--- config.mk ---
export PLATFORM = sky130hd
export DESIGN_NAME = tpm_monitor
export DESIGN_NICKNAME = d
export VERILOG_FILES = /design/src/rtl/tpm_pkg.sv /design/src/rtl/tpm_monitor.sv
export SDC_FILE = /design/constraint.sdc
export NUM_CORES = 1
export LEC_CHECK = 0
export ABC_AREA = 1
export BUFFER_PORTS_ARGS = -buffer_cell sky130_fd_sc_hd__buf_4
export CAP_MARGIN = 20
export CORE_MARGIN = 5
export CORE_UTILIZATION = 57
export CTS_CLUSTER_DIAMETER = 120
export DETAILED_ROUTE_END_ITERATION = 10
export PLACE_DENSITY_LB_ADDON = 0.12
export SLEW_MARGIN = 20
export SYNTH_ARGS = -nofsm -noshare
export SYNTH_HDL_FRONTEND = slang
export SYNTH_SLANG_ARGS = --single-unit
--- constraint.sdc ---
create_clock -name aclk -period 2.66 [get_ports aclk]
set_clock_uncertainty 0.05 [all_clocks]
set_input_delay 0.133 -clock aclk [delete_from_list [all_inputs] [get_ports aclk]]
set_output_delay 0.133 -clock aclk [all_outputs]
set_load 0.02 [all_outputs]
--- src/rtl/tpm_pkg.sv ---
// constants and types of the thermal protection monitor
package tpm_pkg;
  localparam int unsigned CLK_HZ        = 10_000_000;
  localparam int unsigned PERSIST_MS    = 100;
  localparam int unsigned PERSIST_CYC   = PERSIST_MS * (CLK_HZ / 1000);
  localparam int unsigned STEP_MS       = 1;
  localparam int unsigned STEP_CYC      = STEP_MS * (CLK_HZ / 1000);
  // register byte offsets
  localparam logic [5:0] OFS_OVL_MODE   = 6'h00;
  localparam logic [5:0] OFS_PF_SET     = 6'h04;
  localparam logic [5:0] OFS_SENS_TYPE  = 6'h08;
  localparam logic [5:0] OFS_OT_RESP    = 6'h0C;
  localparam logic [5:0] OFS_ALM_THR    = 6'h10;
  localparam logic [5:0] OFS_FLT_THR    = 6'h14;
  localparam logic [5:0] OFS_COOLING    = 6'h18;
  localparam logic [5:0] OFS_CLEAR      = 6'h1C;
  localparam logic [5:0] OFS_STATUS     = 6'h20;
  localparam logic [5:0] OFS_PULSE      = 6'h24;
  localparam logic [1:0] RESP_OKAY      = 2'h0;
  localparam logic [1:0] RESP_SLVERR    = 2'h2;
  // overload response modes
  localparam logic [7:0] OVL_MODE_3     = 8'h03;
  localparam logic [7:0] OVL_MODE_12    = 8'h0C;
  localparam logic [7:0] OVL_MODE_13    = 8'h0D;
  // sensor type codes
  localparam logic [7:0] SENS_NONE      = 8'h00;
  localparam logic [7:0] SENS_PTC       = 8'h01;
  localparam logic [7:0] SENS_SI        = 8'h02;
  localparam logic [7:0] SENS_SWITCH    = 8'h04;
  localparam logic [7:0] SENS_PT        = 8'h06;
  // overtemperature response codes
  localparam logic [7:0] OTR_ALARM      = 8'h00;
  localparam logic [7:0] OTR_ILIM       = 8'h01;
  localparam logic [7:0] OTR_FAULT      = 8'h02;
  localparam logic [7:0] OTR_MODEL      = 8'h0C;
  // cooling codes
  localparam logic [7:0] COOL_SHAFT     = 8'h00;
  localparam logic [7:0] COOL_SEP_FAN   = 8'h01;
  localparam logic [7:0] COOL_LIQUID    = 8'h02;
  localparam logic [7:0] COOL_NO_FAN    = 8'h80;
  // resistance limits in ohms
  localparam logic [15:0] SW_OPEN_OHM   = 16'h0064;
  localparam logic [15:0] PTC_HOT_OHM   = 16'h0672;
  localparam logic [15:0] PTC_SHORT_OHM = 16'h0014;
  localparam logic [15:0] WIRE_OHM      = 16'h0848;
  localparam logic [15:0] SI_SHORT_OHM  = 16'h0032;
  localparam logic [15:0] PT_SHORT_OHM  = 16'h025B;
  // evaluated temperature span, degrees
  localparam logic signed [9:0] TEMP_MIN = -10'sh030;
  localparam logic signed [9:0] TEMP_MAX = 10'sh0F8;
  // pulse frequency and derating steps
  localparam logic [7:0] PF_BASE        = 8'h02;
  localparam logic [7:0] DERATE_MAX     = 8'h32;
  // reset values
  localparam logic [7:0] RST_OVL_MODE   = 8'h0C;
  localparam logic [7:0] RST_PF_SET     = 8'h04;
  localparam logic [7:0] RST_OT_RESP    = 8'h0C;
  localparam logic [9:0] RST_ALM_THR    = 10'h082;
  localparam logic [9:0] RST_FLT_THR    = 10'h091;
  typedef enum logic [1:0] {OVL_IDLE, OVL_PULSE, OVL_DERATE, OVL_TRIP} tpm_ovl_t;
endpackage

--- src/rtl/tpm_monitor.sv ---
// thermal protection monitor: overload response and motor sensor evaluation
`timescale 1ns/1ps
`default_nettype none
// Behaviour
// RL1: mode 3 lowers pulse, holds setpoint current
// RL2: pulse frequency returns to setpoint after overload
// RL3: modes 3/13 trip when reduction fails
// RL4: mode 12: pulse first, then current/speed
// RL5: modes 12/13 no derating from setpoint
// RL6: stage two reduction restored after overload
// RL7: mode 12 trips when both stages fail
// RL8: mode 13 single stage before trip
// RL9: switch open at 100 ohms or more
// RL10: thermistor above 1650 ohms is overtemperature
// RL11: thermistor below 20 ohms alarm, trip later
// RL12: resistive sensors evaluate -48 to 248 degrees
// RL13: overtemp alarm above alarm threshold, response 0
// RL14: overtemp fault on fault threshold or response
// RL15: above 2120 ohms is wire-break
// RL16: silicon below 50 ohms is short-circuit
// RL17: platinum below 603 ohms is short-circuit
// RL18: cooling method codes 0/1/2/128, reset 0
// RL19: sensor type codes 0/1/2/4/6, reset 0
// RL20: response codes 0/1/2/12, reset 12
// RL21: persistence restarts, alarm clears when valid
// RL22: classification registered one clock after sample
module tpm_monitor #(
  parameter logic [19:0] PERSIST_CYC = 20'(tpm_pkg::PERSIST_CYC),
  parameter logic [15:0] STEP_CYC    = 16'(tpm_pkg::STEP_CYC)
) (
  input  wire logic              aclk,
  input  wire logic              aresetn,
  input  wire logic              awvalid,
  output logic                   awready,
  input  wire logic [31:0]       awaddr,
  input  wire logic              wvalid,
  output logic                   wready,
  input  wire logic [31:0]       wdata,
  input  wire logic [3:0]        wstrb,
  output logic                   bvalid,
  input  wire logic              bready,
  output logic [1:0]             bresp,
  input  wire logic              arvalid,
  output logic                   arready,
  input  wire logic [31:0]       araddr,
  output logic                   rvalid,
  input  wire logic              rready,
  output logic [31:0]            rdata,
  output logic [1:0]             rresp,
  input  wire logic              unit_overload,
  input  wire logic              sample_valid,
  input  wire logic [15:0]       sensor_ohms,
  input  wire logic signed [9:0] motor_temp,
  output logic [7:0]             pulse_freq,
  output logic [7:0]             output_derate,
  output logic                   max_cur_at_setpoint,
  output logic                   power_unit_overtemp_trip,
  output logic                   sensor_fault_alarm,
  output logic                   sensor_fault_trip,
  output logic                   motor_overtemp_alarm,
  output logic                   motor_overtemp_fault,
  output logic                   current_limit_reduce
);
  typedef struct packed {
    logic                   awready;
    logic                   wready;
    logic                   bvalid;
    logic                   arready;
    logic                   rvalid;
    logic                   aw_full;
    logic                   w_full;
    logic [5:0]             aw_addr;
    logic [31:0]            w_data;
    logic [3:0]             w_strb;
    logic [1:0]             bresp;
    logic [1:0]             rresp;
    logic [31:0]            rdata;
    logic [7:0]             ovl_mode;
    logic [7:0]             pf_set;
    logic [7:0]             sens_type;
    logic [7:0]             ot_resp;
    logic [7:0]             cooling;
    logic signed [9:0]      alm_thr;
    logic signed [9:0]      flt_thr;
    tpm_pkg::tpm_ovl_t      ovl_st;
    logic [7:0]             pulse_freq;
    logic [7:0]             derate;
    logic                   cur_hold;
    logic                   pu_trip;
    logic [15:0]            step_cnt;
    logic                   step_en;
    logic                   sens_bad;
    logic [19:0]            persist_cnt;
    logic                   sfa;
    logic                   sft;
    logic                   ota;
    logic                   otf;
    logic                   ilim;
  } tpm_state_t;

  tpm_state_t s_reg;
  tpm_state_t s_next;

  function automatic logic [3:0] cool_dec(input logic [7:0] c);
    case (c)
      tpm_pkg::COOL_SHAFT:   cool_dec = 4'h1;
      tpm_pkg::COOL_SEP_FAN: cool_dec = 4'h2;
      tpm_pkg::COOL_LIQUID:  cool_dec = 4'h4;
      tpm_pkg::COOL_NO_FAN:  cool_dec = 4'h8;
      default:               cool_dec = 4'h0;
    endcase
  endfunction

  function automatic logic ovl_supported(input logic [7:0] m);
    ovl_supported = (m == tpm_pkg::OVL_MODE_3) || (m == tpm_pkg::OVL_MODE_12) ||
                    (m == tpm_pkg::OVL_MODE_13);
  endfunction

  function automatic logic signed [9:0] clamp_temp(input logic signed [9:0] t);
    if (t < tpm_pkg::TEMP_MIN)
      clamp_temp = tpm_pkg::TEMP_MIN;
    else if (t > tpm_pkg::TEMP_MAX)
      clamp_temp = tpm_pkg::TEMP_MAX;
    else
      clamp_temp = t;
  endfunction

  function automatic logic [31:0] rd_word(input tpm_state_t s, input logic [5:0] a);
    case (a)
      tpm_pkg::OFS_OVL_MODE:  rd_word = {24'h000000, s.ovl_mode};
      tpm_pkg::OFS_PF_SET:    rd_word = {24'h000000, s.pf_set};
      tpm_pkg::OFS_SENS_TYPE: rd_word = {24'h000000, s.sens_type};
      tpm_pkg::OFS_OT_RESP:   rd_word = {24'h000000, s.ot_resp};
      tpm_pkg::OFS_ALM_THR:   rd_word = {22'h000000, s.alm_thr};
      tpm_pkg::OFS_FLT_THR:   rd_word = {22'h000000, s.flt_thr};
      tpm_pkg::OFS_COOLING:   rd_word = {24'h000000, s.cooling};
      tpm_pkg::OFS_STATUS:
        rd_word = {19'h00000, cool_dec(s.cooling), s.ovl_st, s.cur_hold, s.pu_trip,
                   s.ilim, s.otf, s.ota, s.sft, s.sfa};
      tpm_pkg::OFS_PULSE:     rd_word = {16'h0000, s.derate, s.pulse_freq};
      default:                rd_word = 32'h00000000;
    endcase
  endfunction

  function automatic logic mapped(input logic [5:0] a);
    mapped = (a[1:0] == 2'h0) && (a <= tpm_pkg::OFS_PULSE);
  endfunction

  always_comb
  begin
    logic [15:0]       wv;
    logic              clr;
    logic              bad;
    logic              hot;
    logic              alm;
    logic              flt;
    logic signed [9:0] t;
    wv = 16'h0000;
    clr = 1'b0;
    bad = 1'b0;
    hot = 1'b0;
    alm = 1'b0;
    flt = 1'b0;
    t = clamp_temp(motor_temp);
    s_next = s_reg;
    // slow step enable for pulse and derate ramps
    s_next.step_en = 1'b0;
    if (s_reg.step_cnt >= STEP_CYC - 16'h0001)
    begin
      s_next.step_cnt = 16'h0000;
      s_next.step_en = 1'b1;
    end
    else
      s_next.step_cnt = s_reg.step_cnt + 16'h0001;

    // write channel: address and data taken in either order
    if (s_reg.bvalid && bready)
      s_next.bvalid = 1'b0;
    if (awvalid && s_reg.awready)
    begin
      s_next.aw_full = 1'b1;
      s_next.aw_addr = awaddr[5:0];
    end
    if (wvalid && s_reg.wready)
    begin
      s_next.w_full = 1'b1;
      s_next.w_data = wdata;
      s_next.w_strb = wstrb;
    end
    if (s_next.aw_full && s_next.w_full && !s_next.bvalid)
    begin
      wv = 16'(rd_word(s_reg, s_next.aw_addr));
      if (s_next.w_strb[0])
        wv[7:0] = s_next.w_data[7:0];
      if (s_next.w_strb[1])
        wv[15:8] = s_next.w_data[15:8];
      case (s_next.aw_addr)
        tpm_pkg::OFS_OVL_MODE:  s_next.ovl_mode = wv[7:0];
        tpm_pkg::OFS_PF_SET:    s_next.pf_set = wv[7:0];
        tpm_pkg::OFS_SENS_TYPE: s_next.sens_type = wv[7:0]; // RL19
        tpm_pkg::OFS_OT_RESP:   s_next.ot_resp = wv[7:0]; // RL20
        tpm_pkg::OFS_ALM_THR:   s_next.alm_thr = wv[9:0];
        tpm_pkg::OFS_FLT_THR:   s_next.flt_thr = wv[9:0];
        tpm_pkg::OFS_COOLING:   s_next.cooling = wv[7:0]; // RL18
        tpm_pkg::OFS_CLEAR:     clr = s_next.w_strb[0] && s_next.w_data[0];
        default:                clr = 1'b0;
      endcase
      s_next.bresp = mapped(s_next.aw_addr) ? tpm_pkg::RESP_OKAY : tpm_pkg::RESP_SLVERR;
      s_next.bvalid = 1'b1;
      s_next.aw_full = 1'b0;
      s_next.w_full = 1'b0;
    end
    // each half stalls while it holds an item or a response is pending
    s_next.awready = !s_next.aw_full && !s_next.bvalid;
    s_next.wready = !s_next.w_full && !s_next.bvalid;

    // read channel
    if (s_reg.rvalid && rready)
      s_next.rvalid = 1'b0;
    if (arvalid && s_reg.arready)
    begin
      s_next.rvalid = 1'b1;
      s_next.rdata = rd_word(s_reg, araddr[5:0]);
      s_next.rresp = mapped(araddr[5:0]) ? tpm_pkg::RESP_OKAY : tpm_pkg::RESP_SLVERR;
    end
    s_next.arready = !s_next.rvalid;

    // power unit overload response
    case (s_reg.ovl_st)
      tpm_pkg::OVL_IDLE:
      begin
        s_next.pulse_freq = s_reg.pf_set;
        s_next.derate = 8'h00;
        if (unit_overload && ovl_supported(s_reg.ovl_mode))
          s_next.ovl_st = tpm_pkg::OVL_PULSE;
      end
      tpm_pkg::OVL_PULSE:
        if (unit_overload && s_reg.step_en)
        begin
          if (s_reg.pulse_freq > tpm_pkg::PF_BASE)
            s_next.pulse_freq = s_reg.pulse_freq - 8'h01; // RL1
          else if (s_reg.ovl_mode == tpm_pkg::OVL_MODE_12)
            s_next.ovl_st = tpm_pkg::OVL_DERATE; // RL4
          else
            s_next.ovl_st = tpm_pkg::OVL_TRIP; // RL3 RL8
        end
        else if (!unit_overload && s_reg.step_en)
        begin
          if (s_reg.pulse_freq < s_reg.pf_set)
            s_next.pulse_freq = s_reg.pulse_freq + 8'h01; // RL2
          else
            s_next.ovl_st = tpm_pkg::OVL_IDLE;
        end
      tpm_pkg::OVL_DERATE:
        if (unit_overload && s_reg.step_en)
        begin
          if (s_reg.derate < tpm_pkg::DERATE_MAX)
            s_next.derate = s_reg.derate + 8'h01; // RL4
          else
            s_next.ovl_st = tpm_pkg::OVL_TRIP; // RL7
        end
        else if (!unit_overload && s_reg.step_en)
        begin
          if (s_reg.derate != 8'h00)
            s_next.derate = s_reg.derate - 8'h01; // RL6
          else
            s_next.ovl_st = tpm_pkg::OVL_PULSE;
        end
      tpm_pkg::OVL_TRIP:
        if (clr)
        begin
          // drop the stage two reduction with the trip so idle never shows a stale derate
          s_next.ovl_st = tpm_pkg::OVL_IDLE;
          s_next.derate = 8'h00; // RL6
        end
      default:
        s_next.ovl_st = tpm_pkg::OVL_IDLE;
    endcase
    s_next.pu_trip = (s_next.ovl_st == tpm_pkg::OVL_TRIP);
    // only mode 3 keeps the setpoint current; 12 and 13 never derate for it
    s_next.cur_hold = (s_next.ovl_st == tpm_pkg::OVL_PULSE) &&
                      (s_reg.ovl_mode == tpm_pkg::OVL_MODE_3); // RL1 RL5

    // motor sensor classification, taken only with a fresh sample
    if (sample_valid)
    begin
      case (s_reg.sens_type)
        tpm_pkg::SENS_SWITCH: hot = sensor_ohms >= tpm_pkg::SW_OPEN_OHM; // RL9
        tpm_pkg::SENS_PTC:
        begin
          hot = sensor_ohms > tpm_pkg::PTC_HOT_OHM; // RL10
          bad = sensor_ohms < tpm_pkg::PTC_SHORT_OHM; // RL11
        end
        tpm_pkg::SENS_SI, tpm_pkg::SENS_PT:
        begin
          bad = (sensor_ohms > tpm_pkg::WIRE_OHM) || // RL15
                (s_reg.sens_type == tpm_pkg::SENS_SI ?
                 sensor_ohms < tpm_pkg::SI_SHORT_OHM : // RL16
                 sensor_ohms < tpm_pkg::PT_SHORT_OHM); // RL17
          alm = (t > s_reg.alm_thr) && (s_reg.ot_resp == tpm_pkg::OTR_ALARM); // RL12 RL13
          flt = (t > s_reg.flt_thr) ||
                ((t > s_reg.alm_thr) && (s_reg.ot_resp != tpm_pkg::OTR_ALARM)); // RL14
        end
        default: bad = 1'b0;
      endcase
      if (hot)
      begin
        alm = 1'b1;
        flt = s_reg.ot_resp != tpm_pkg::OTR_ALARM; // RL20
      end
      s_next.ota = alm; // RL22
      s_next.otf = flt;
      s_next.ilim = flt && (s_reg.ot_resp == tpm_pkg::OTR_ILIM);
      s_next.sens_bad = bad;
      s_next.sfa = bad; // RL21
    end
    // the persistence timer only runs while the fault stands
    if (!s_next.sens_bad)
      s_next.persist_cnt = 20'h00000; // RL21
    else if (s_reg.persist_cnt != PERSIST_CYC)
      s_next.persist_cnt = s_reg.persist_cnt + 20'h00001;
    if (clr)
      s_next.sft = 1'b0;
    // set after clear so a trip in the clearing cycle is kept
    if (s_reg.sens_bad && (s_reg.persist_cnt == PERSIST_CYC))
      s_next.sft = 1'b1; // RL11 RL15

    if (!aresetn)
    begin
      s_next = '0;
      s_next.ovl_mode = tpm_pkg::RST_OVL_MODE;
      s_next.pf_set = tpm_pkg::RST_PF_SET;
      s_next.sens_type = tpm_pkg::SENS_NONE; // RL19
      s_next.ot_resp = tpm_pkg::RST_OT_RESP; // RL20
      s_next.cooling = tpm_pkg::COOL_SHAFT; // RL18
      s_next.alm_thr = tpm_pkg::RST_ALM_THR;
      s_next.flt_thr = tpm_pkg::RST_FLT_THR;
      s_next.pulse_freq = tpm_pkg::RST_PF_SET;
      s_next.ovl_st = tpm_pkg::OVL_IDLE;
    end
  end

  always_ff @(posedge aclk)
  begin
    s_reg <= s_next;
  end

  assign awready                  = s_reg.awready;
  assign wready                   = s_reg.wready;
  assign bvalid                   = s_reg.bvalid;
  assign bresp                    = s_reg.bresp;
  assign arready                  = s_reg.arready;
  assign rvalid                   = s_reg.rvalid;
  assign rdata                    = s_reg.rdata;
  assign rresp                    = s_reg.rresp;
  assign pulse_freq               = s_reg.pulse_freq;
  assign output_derate            = s_reg.derate;
  assign max_cur_at_setpoint      = s_reg.cur_hold;
  assign power_unit_overtemp_trip = s_reg.pu_trip;
  assign sensor_fault_alarm       = s_reg.sfa;
  assign sensor_fault_trip        = s_reg.sft;
  assign motor_overtemp_alarm     = s_reg.ota;
  assign motor_overtemp_fault     = s_reg.otf;
  assign current_limit_reduce     = s_reg.ilim;
endmodule
`default_nettype wire

Word level (Yosys, flattened, before mapping)
Index checks and enable logic that the tools add are counted.
Word-level totals
  logic and storage cells: 206
  register bits: 192
  output and inout port bits: 64
  input port bits: 135
Cells by class
  reductions and logical operators: 54
  order comparisons: 16
  add/sub/neg operators: 6
  bitwise operators: 1
  equal/unequal tests: 40
  mux-type cells: 54
Operator list (number)
  16-bit one-hot mux with 9 select lines: 1
  8-bit 2-to-1 mux: 8
  10-bit one-hot mux with 6 select lines: 1
  6-bit by 5-bit equality test with 1-bit output, second input constant: 7
  10-bit 2-to-1 mux: 4
  6-bit by 4-bit equality test with 1-bit output, second input constant: 4
  8-bit by 1-bit equality test with 1-bit output, second input constant: 3
  8-bit by 2-bit equality test with 1-bit output, second input constant: 3
  2-bit 2-to-1 mux: 12
  8-bit one-hot mux with 3 select lines: 1
  20-bit by 1-bit adder with 20-bit output, second input constant: 1
  20-bit equality test, second input constant: 1
  10-bit greater-than comparator: 2
  1-bit logical AND: 20
  1-bit 2-to-1 mux: 20
  20-bit 2-to-1 mux: 1
  20-bit != test, second input constant: 1
  3-bit != test, second input constant: 6
  16-bit by 1-bit adder with 16-bit output, second input constant: 1
  8-bit by 1-bit adder with 8-bit output, second input constant: 2
  8-bit by 3-bit equality test with 1-bit output, second input constant: 2
  8-bit by 4-bit equality test with 1-bit output, second input constant: 2
  16-bit by 14-bit >= comparator with 1-bit output, second input constant: 1
  16-bit by 7-bit >= comparator with 1-bit output, second input constant: 1
  other kinds (36): 66

Logic depth before layout (Yosys ltp)
  depth in word-level cells: 10
  depth in mapped cells: 21
  gate-level depth less buffers: 21

Worst setup path before layout
No wires, ideal clock.
  path type: input port to flip-flop
  from: input motor_temp[4]
  to: register s_reg, in the netlist current_limit_reduce
  library setup time: 0.132 ns
  stages on the path: 21
  setup slack: 0.536 ns
  data arrival time: 1.942 ns
  required time: 2.478 ns
  buffers on the path: 0
  cells stage by stage: inv_1 > nor4_1 > o31ai_1 > a21oi_1 > inv_1 > o21ai_0 > ha_1 > nand2_1 > inv_1 > nand2_1 > nand2_1 > nand2_1 > nand3_1 > nand2_1 > nand2_1 > nand3_1 > nand2_1 > nand2_1 > nand2_1 > nand3_1 > a21oi_1
On the way
  longest elaborated chain between the ends: 10
  elaborated cells between the ends (all ways): 12
  those cells by class: order compare: 4; mux: 5; reduce/logical: 3
RTL lines
  start: declaration: line tpm_monitor.sv:53  | input wire logic signed [9:0] motor_temp,
  10-bit by 9-bit greater-than comparator with 1-bit output: line tpm_monitor.sv:122  | else if (t > tpm_pkg::TEMP_MAX)
  10-bit 2-to-1 mux: line tpm_monitor.sv:122
  10-bit 2-to-1 mux (*): line tpm_monitor.sv:120  | if (t < tpm_pkg::TEMP_MIN)
  10-bit greater-than comparator: line tpm_monitor.sv:302  | ((t > s_reg.alm_thr) && (s_reg.ot_resp != tpm_pkg::OTR_ALARM));
  1-bit logical AND: line tpm_monitor.sv:302
  1-bit logical OR (*): line tpm_monitor.sv:301  | flt = (t > s_reg.flt_thr) ||
  1-bit 2-to-1 mux (*): line tpm_monitor.sv:287  | case (s_reg.sens_type)
  1-bit 2-to-1 mux (*): line tpm_monitor.sv:306  | if (hot)
  1-bit 2-to-1 mux (*): line tpm_monitor.sv:285  | if (sample_valid)
  1-bit logical AND (*): line tpm_monitor.sv:313  | s_next.ilim = flt && (s_reg.ot_resp == tpm_pkg::OTR_ILIM);
  end signal: assignment: line tpm_monitor.sv:345  | s_reg <= s_next;
  end: declaration: line tpm_monitor.sv:101  | tpm_state_t s_reg;
Mark *: on every way between the ends. The rest lies on a longest branch, timed or not. The select of a mux whose other input is x is not followed.
A chain may end at the register's enable or synchronous reset.

Final worst setup path
  from: register s_reg, in the netlist awready
  to: register s_reg, in the netlist output_derate[4]
On the way
  longest elaborated chain between the ends: 7
  elaborated cells between the ends (all ways): 10
  those cells by class: eq/ne: 2; mux: 4; reduce/logical: 4
RTL lines
  1-bit logical AND (*): line tpm_monitor.sv:179  | if (awvalid && s_reg.awready)
  6-bit 2-to-1 mux / 1-bit 2-to-1 mux (equally long branches): line tpm_monitor.sv:179
  6-bit by 5-bit equality test with 1-bit output / 1-bit logical AND (equally long branches): line tpm_monitor.sv:197, tpm_monitor.sv:190
  1-bit 2-to-1 mux / 1-bit logical AND (equally long branches): line tpm_monitor.sv:197, tpm_monitor.sv:190
  1-bit 2-to-1 mux (*): line tpm_monitor.sv:190  | if (s_next.aw_full && s_next.w_full && !s_next.bvalid)
  2-bit != test (no source line) (*)
  5-bit AND reduction (no source line) (*)
Mark *: on every way between the ends. The rest lies on a longest branch, timed or not.

==> impl_metrics.ini <==
[placed_design]
gp_congestion = 0.990
placed_area_mm2 = 0.0111
portBuffers = 104
dp_hpwl_mm = 22.0

[pwr]
power_frac_comb_pct = 22.2
p_leak_nw = 5.14
p_int_w = 0.00433
swShare_pct = 34.6
power.density_mw_per_mm2 = 558
power_frac_clock_pct = 37.6
pwr-share-seq_pct = 40.2
ir_drop_mv = 0.483
p_sw_w = 0.00230

[global_route]
grt_overflow = 0
grt_start_max_net_pins = 37
grt_pass1_wl_mm = 46.4
antenna_found_initial = 0
first_global_vias = 9394
track_usage_pct = 28.0

[sta]
max_freq_mhz = 424
tns_ps = 0
hold_violations = 0
period_share_pct = 88.6
setup_viol = 0
period_needed_ps = 2360
max_slew.worst_pin.slew_ps = 509
rsz0062_at_grt = false
report.final.slew_viol_count = 0
slew_headroom_pct = 66.0

[floorplanning]
io_pins = 199
rows = 49
fp.dieW_um = 145
start_util_pct = 57.8
die_h_um = 145
die_area_mm2 = 0.0209
coreArea_mm2 = 0.0179

[run_status]
status = completed

[detailed_routing]
drcViolationCount = 0
ant_nets = 0
firstDrtPassIters = 6
drt-initial-drc-count = 815
routedWlPerCell_um = 16.0
via_per_inst = 5.61
dr_total_vias = 10183
totalWireLength_mm = 29.1

[setup_path]
critPathRequiredTime_ps = 2920
cp_top_family = simple AND/OR/NAND/NOR gates
endpoint_kind = flip-flop
worst-path-max-fanout = 16
r2r_cells = 9
critPathLaunchType = flip-flop
crit_chain = nand2_4, inv_2, o22ai_1, a21oi_2, nand4_1, nand3_2, nand2_1, o21ai_0, a21oi_1
cp_slowest_cell = dfxtp_1
slowest_delay_ps = 380
cp.depth = 9
crit_type = flip-flop to flip-flop
cp.arrival_ps = 2620
critPathBufInv = 1

[logic_synthesis]
syn_area_mm2 = 0.0103
ys_seq_area_share_pct = 32.1
ys.flop_type = dfxtp_1
yosys_warnings = 0
ys_ff_latch = 166
synth_edf_count = 0
syn_area_per_cell_um2 = 6.99
ys_async_sr_fraction_pct = 0
syn-instance-count = 1480
synth_cell_types = 56

[clock_tree]
clk_pin_slew_worst_paths_ps = 70
cts_tree = yes
insertion_delay_ps = 440
ctsResizeCount = 0
cts.sinks = 166
cts_buffer_depth = 2
h-tree-depth = 4
cts_hold_buf = 20
cts_setup_buffers = 0
root_buffer = clkbuf_16
numCtsBuffers = 17

[cells_and_area]
nets = 1749
final_layout_size_suffix_gt1_share_pct = 17.4
final_area_mm2 = 0.0119
num-fill-cells = 1602
diodes = 0
syn_to_final_growth_pct = 14.8
largest_reg_flops = 120

[hold_path]
hold_class = primary input to flip-flop
hold_path_depth = 4

[flow_run]
drv_cap = 0
-- worst reg2reg max path: stages (launching register included) --
cell	delay, ps
dfxtp_1	380
nand2_4	180
inv_2	140
o22ai_1	110
a21oi_2	350
nand4_1	290
nand3_2	170
nand2_1	250
o21ai_0	250
a21oi_1	60
-- layout by cell type, fill, tap and decap left out, types with 29 or more instances in the layout --
| master | instances |
|---|---|
| nand3_1 | 74 |
| o21ai_0 | 105 |
| nor2_1 | 172 |
| buf_4 | 124 |
| nand2_1 | 281 |
| nand4_1 | 29 |
| a21oi_1 | 98 |
| inv_1 | 172 |
| a21oi_2 | 39 |
| ha_1 | 39 |
| dfxtp_1 | 166 |
-- power by group through the flow --
stage               Clock (W)  Sequential [W]  Combinational (W)
finish                0.00249         0.00267            0.00147
global route          0.00262         0.00268            0.00162
CTS                   0.00250         0.00266            0.00146
detailed placement          0         0.00272            0.00143
global placement            0         0.00272            0.00141
floorplan                   0         0.00270            0.00108
-- cells by family (layout without fill, tap and decap cells) --
| group | after synthesis | after routing | synth area share [%] |
|---|---|---|---|
| mux | 10 | 10 | 0.968 |
| other cells | 1 | 20 | 0.0363 |
| xor+xnor | 18 | 18 | 1.52 |
| compound gates | 310 | 310 | 18.0 |
| fa+ha+maj | 40 | 40 | 4.91 |
| flops | 166 | 166 | 32.1 |
| buf+inv | 273 | 361 | 12.3 |
| simple gates | 662 | 662 | 30.1 |
-- per-layer routing --
metal	vias to the layer above	GRT usage, %	routed length (um)
li1	5022	-	-
met1	4637	36.8	12500
met2	442	44.3	12900
met3	82	6.38	2670
met4	0	12.0	1080
met5	-	0	0
-- per-stage QoR --
stage	worst slack, ps	power [W]	utilization (%)	hold WS (ps)	instances
after global routing	93.3	0.00692	66.3	60.1	1816
after detailed placement	128	0.00415	61.8	350	1764
final	303	0.00663	66.3	9.84	1816
after CTS	335	0.00663	66.3	10.3	1816
after floorplan	536	0.00378	-	226	1499
after global placement	239	0.00413	61.8	344	1764
-- Yosys cell counts (12+ instances only) --
cell | count | area share, %
nand2_1 | 281 | 10
inv_1 | 172 | 6.2
nor2_1 | 172 | 6.2
dfxtp_1 | 166 | 32
o21ai_0 | 105 | 5.1
a21oi_1 | 98 | 4.7
nand3_1 | 74 | 3.6
buf_4 | 53 | 3.8
a21oi_2 | 39 | 3.3
ha_1 | 39 | 4.7
nand4_1 | 29 | 1.8
nor3_1 | 25 | 1.2
clkbuf_1 | 22 | 0.80
o22ai_1 | 19 | 1.1
nand2_4 | 13 | 1.4
nor4_1 | 12 | 0.73
-- area by class of cell --
type	count	area [um2]	area share [%]
Multi-Input combinational cell	1060	5810	49.0
Clock buffer	17	425	3.58
Clock inverter	15	181	1.53
Inverter	184	692	5.83
Timing Repair Buffer	145	1150	9.69
Sequential cell	166	3320	28.0
Tap cell	229	287	2.41
-- worst paths after layout --
path                            slack [ps]          endpoint      start
worst max-delay path                   300  output_derate[4]    awready
worst min-delay path                    10        s_reg[163]   wdata[0]
worst max register to register         300  output_derate[4]    awready
worst min register to register         410         rdata[15]  rdata[15]
No activity file was read; power rests on OpenSTA's default activity.
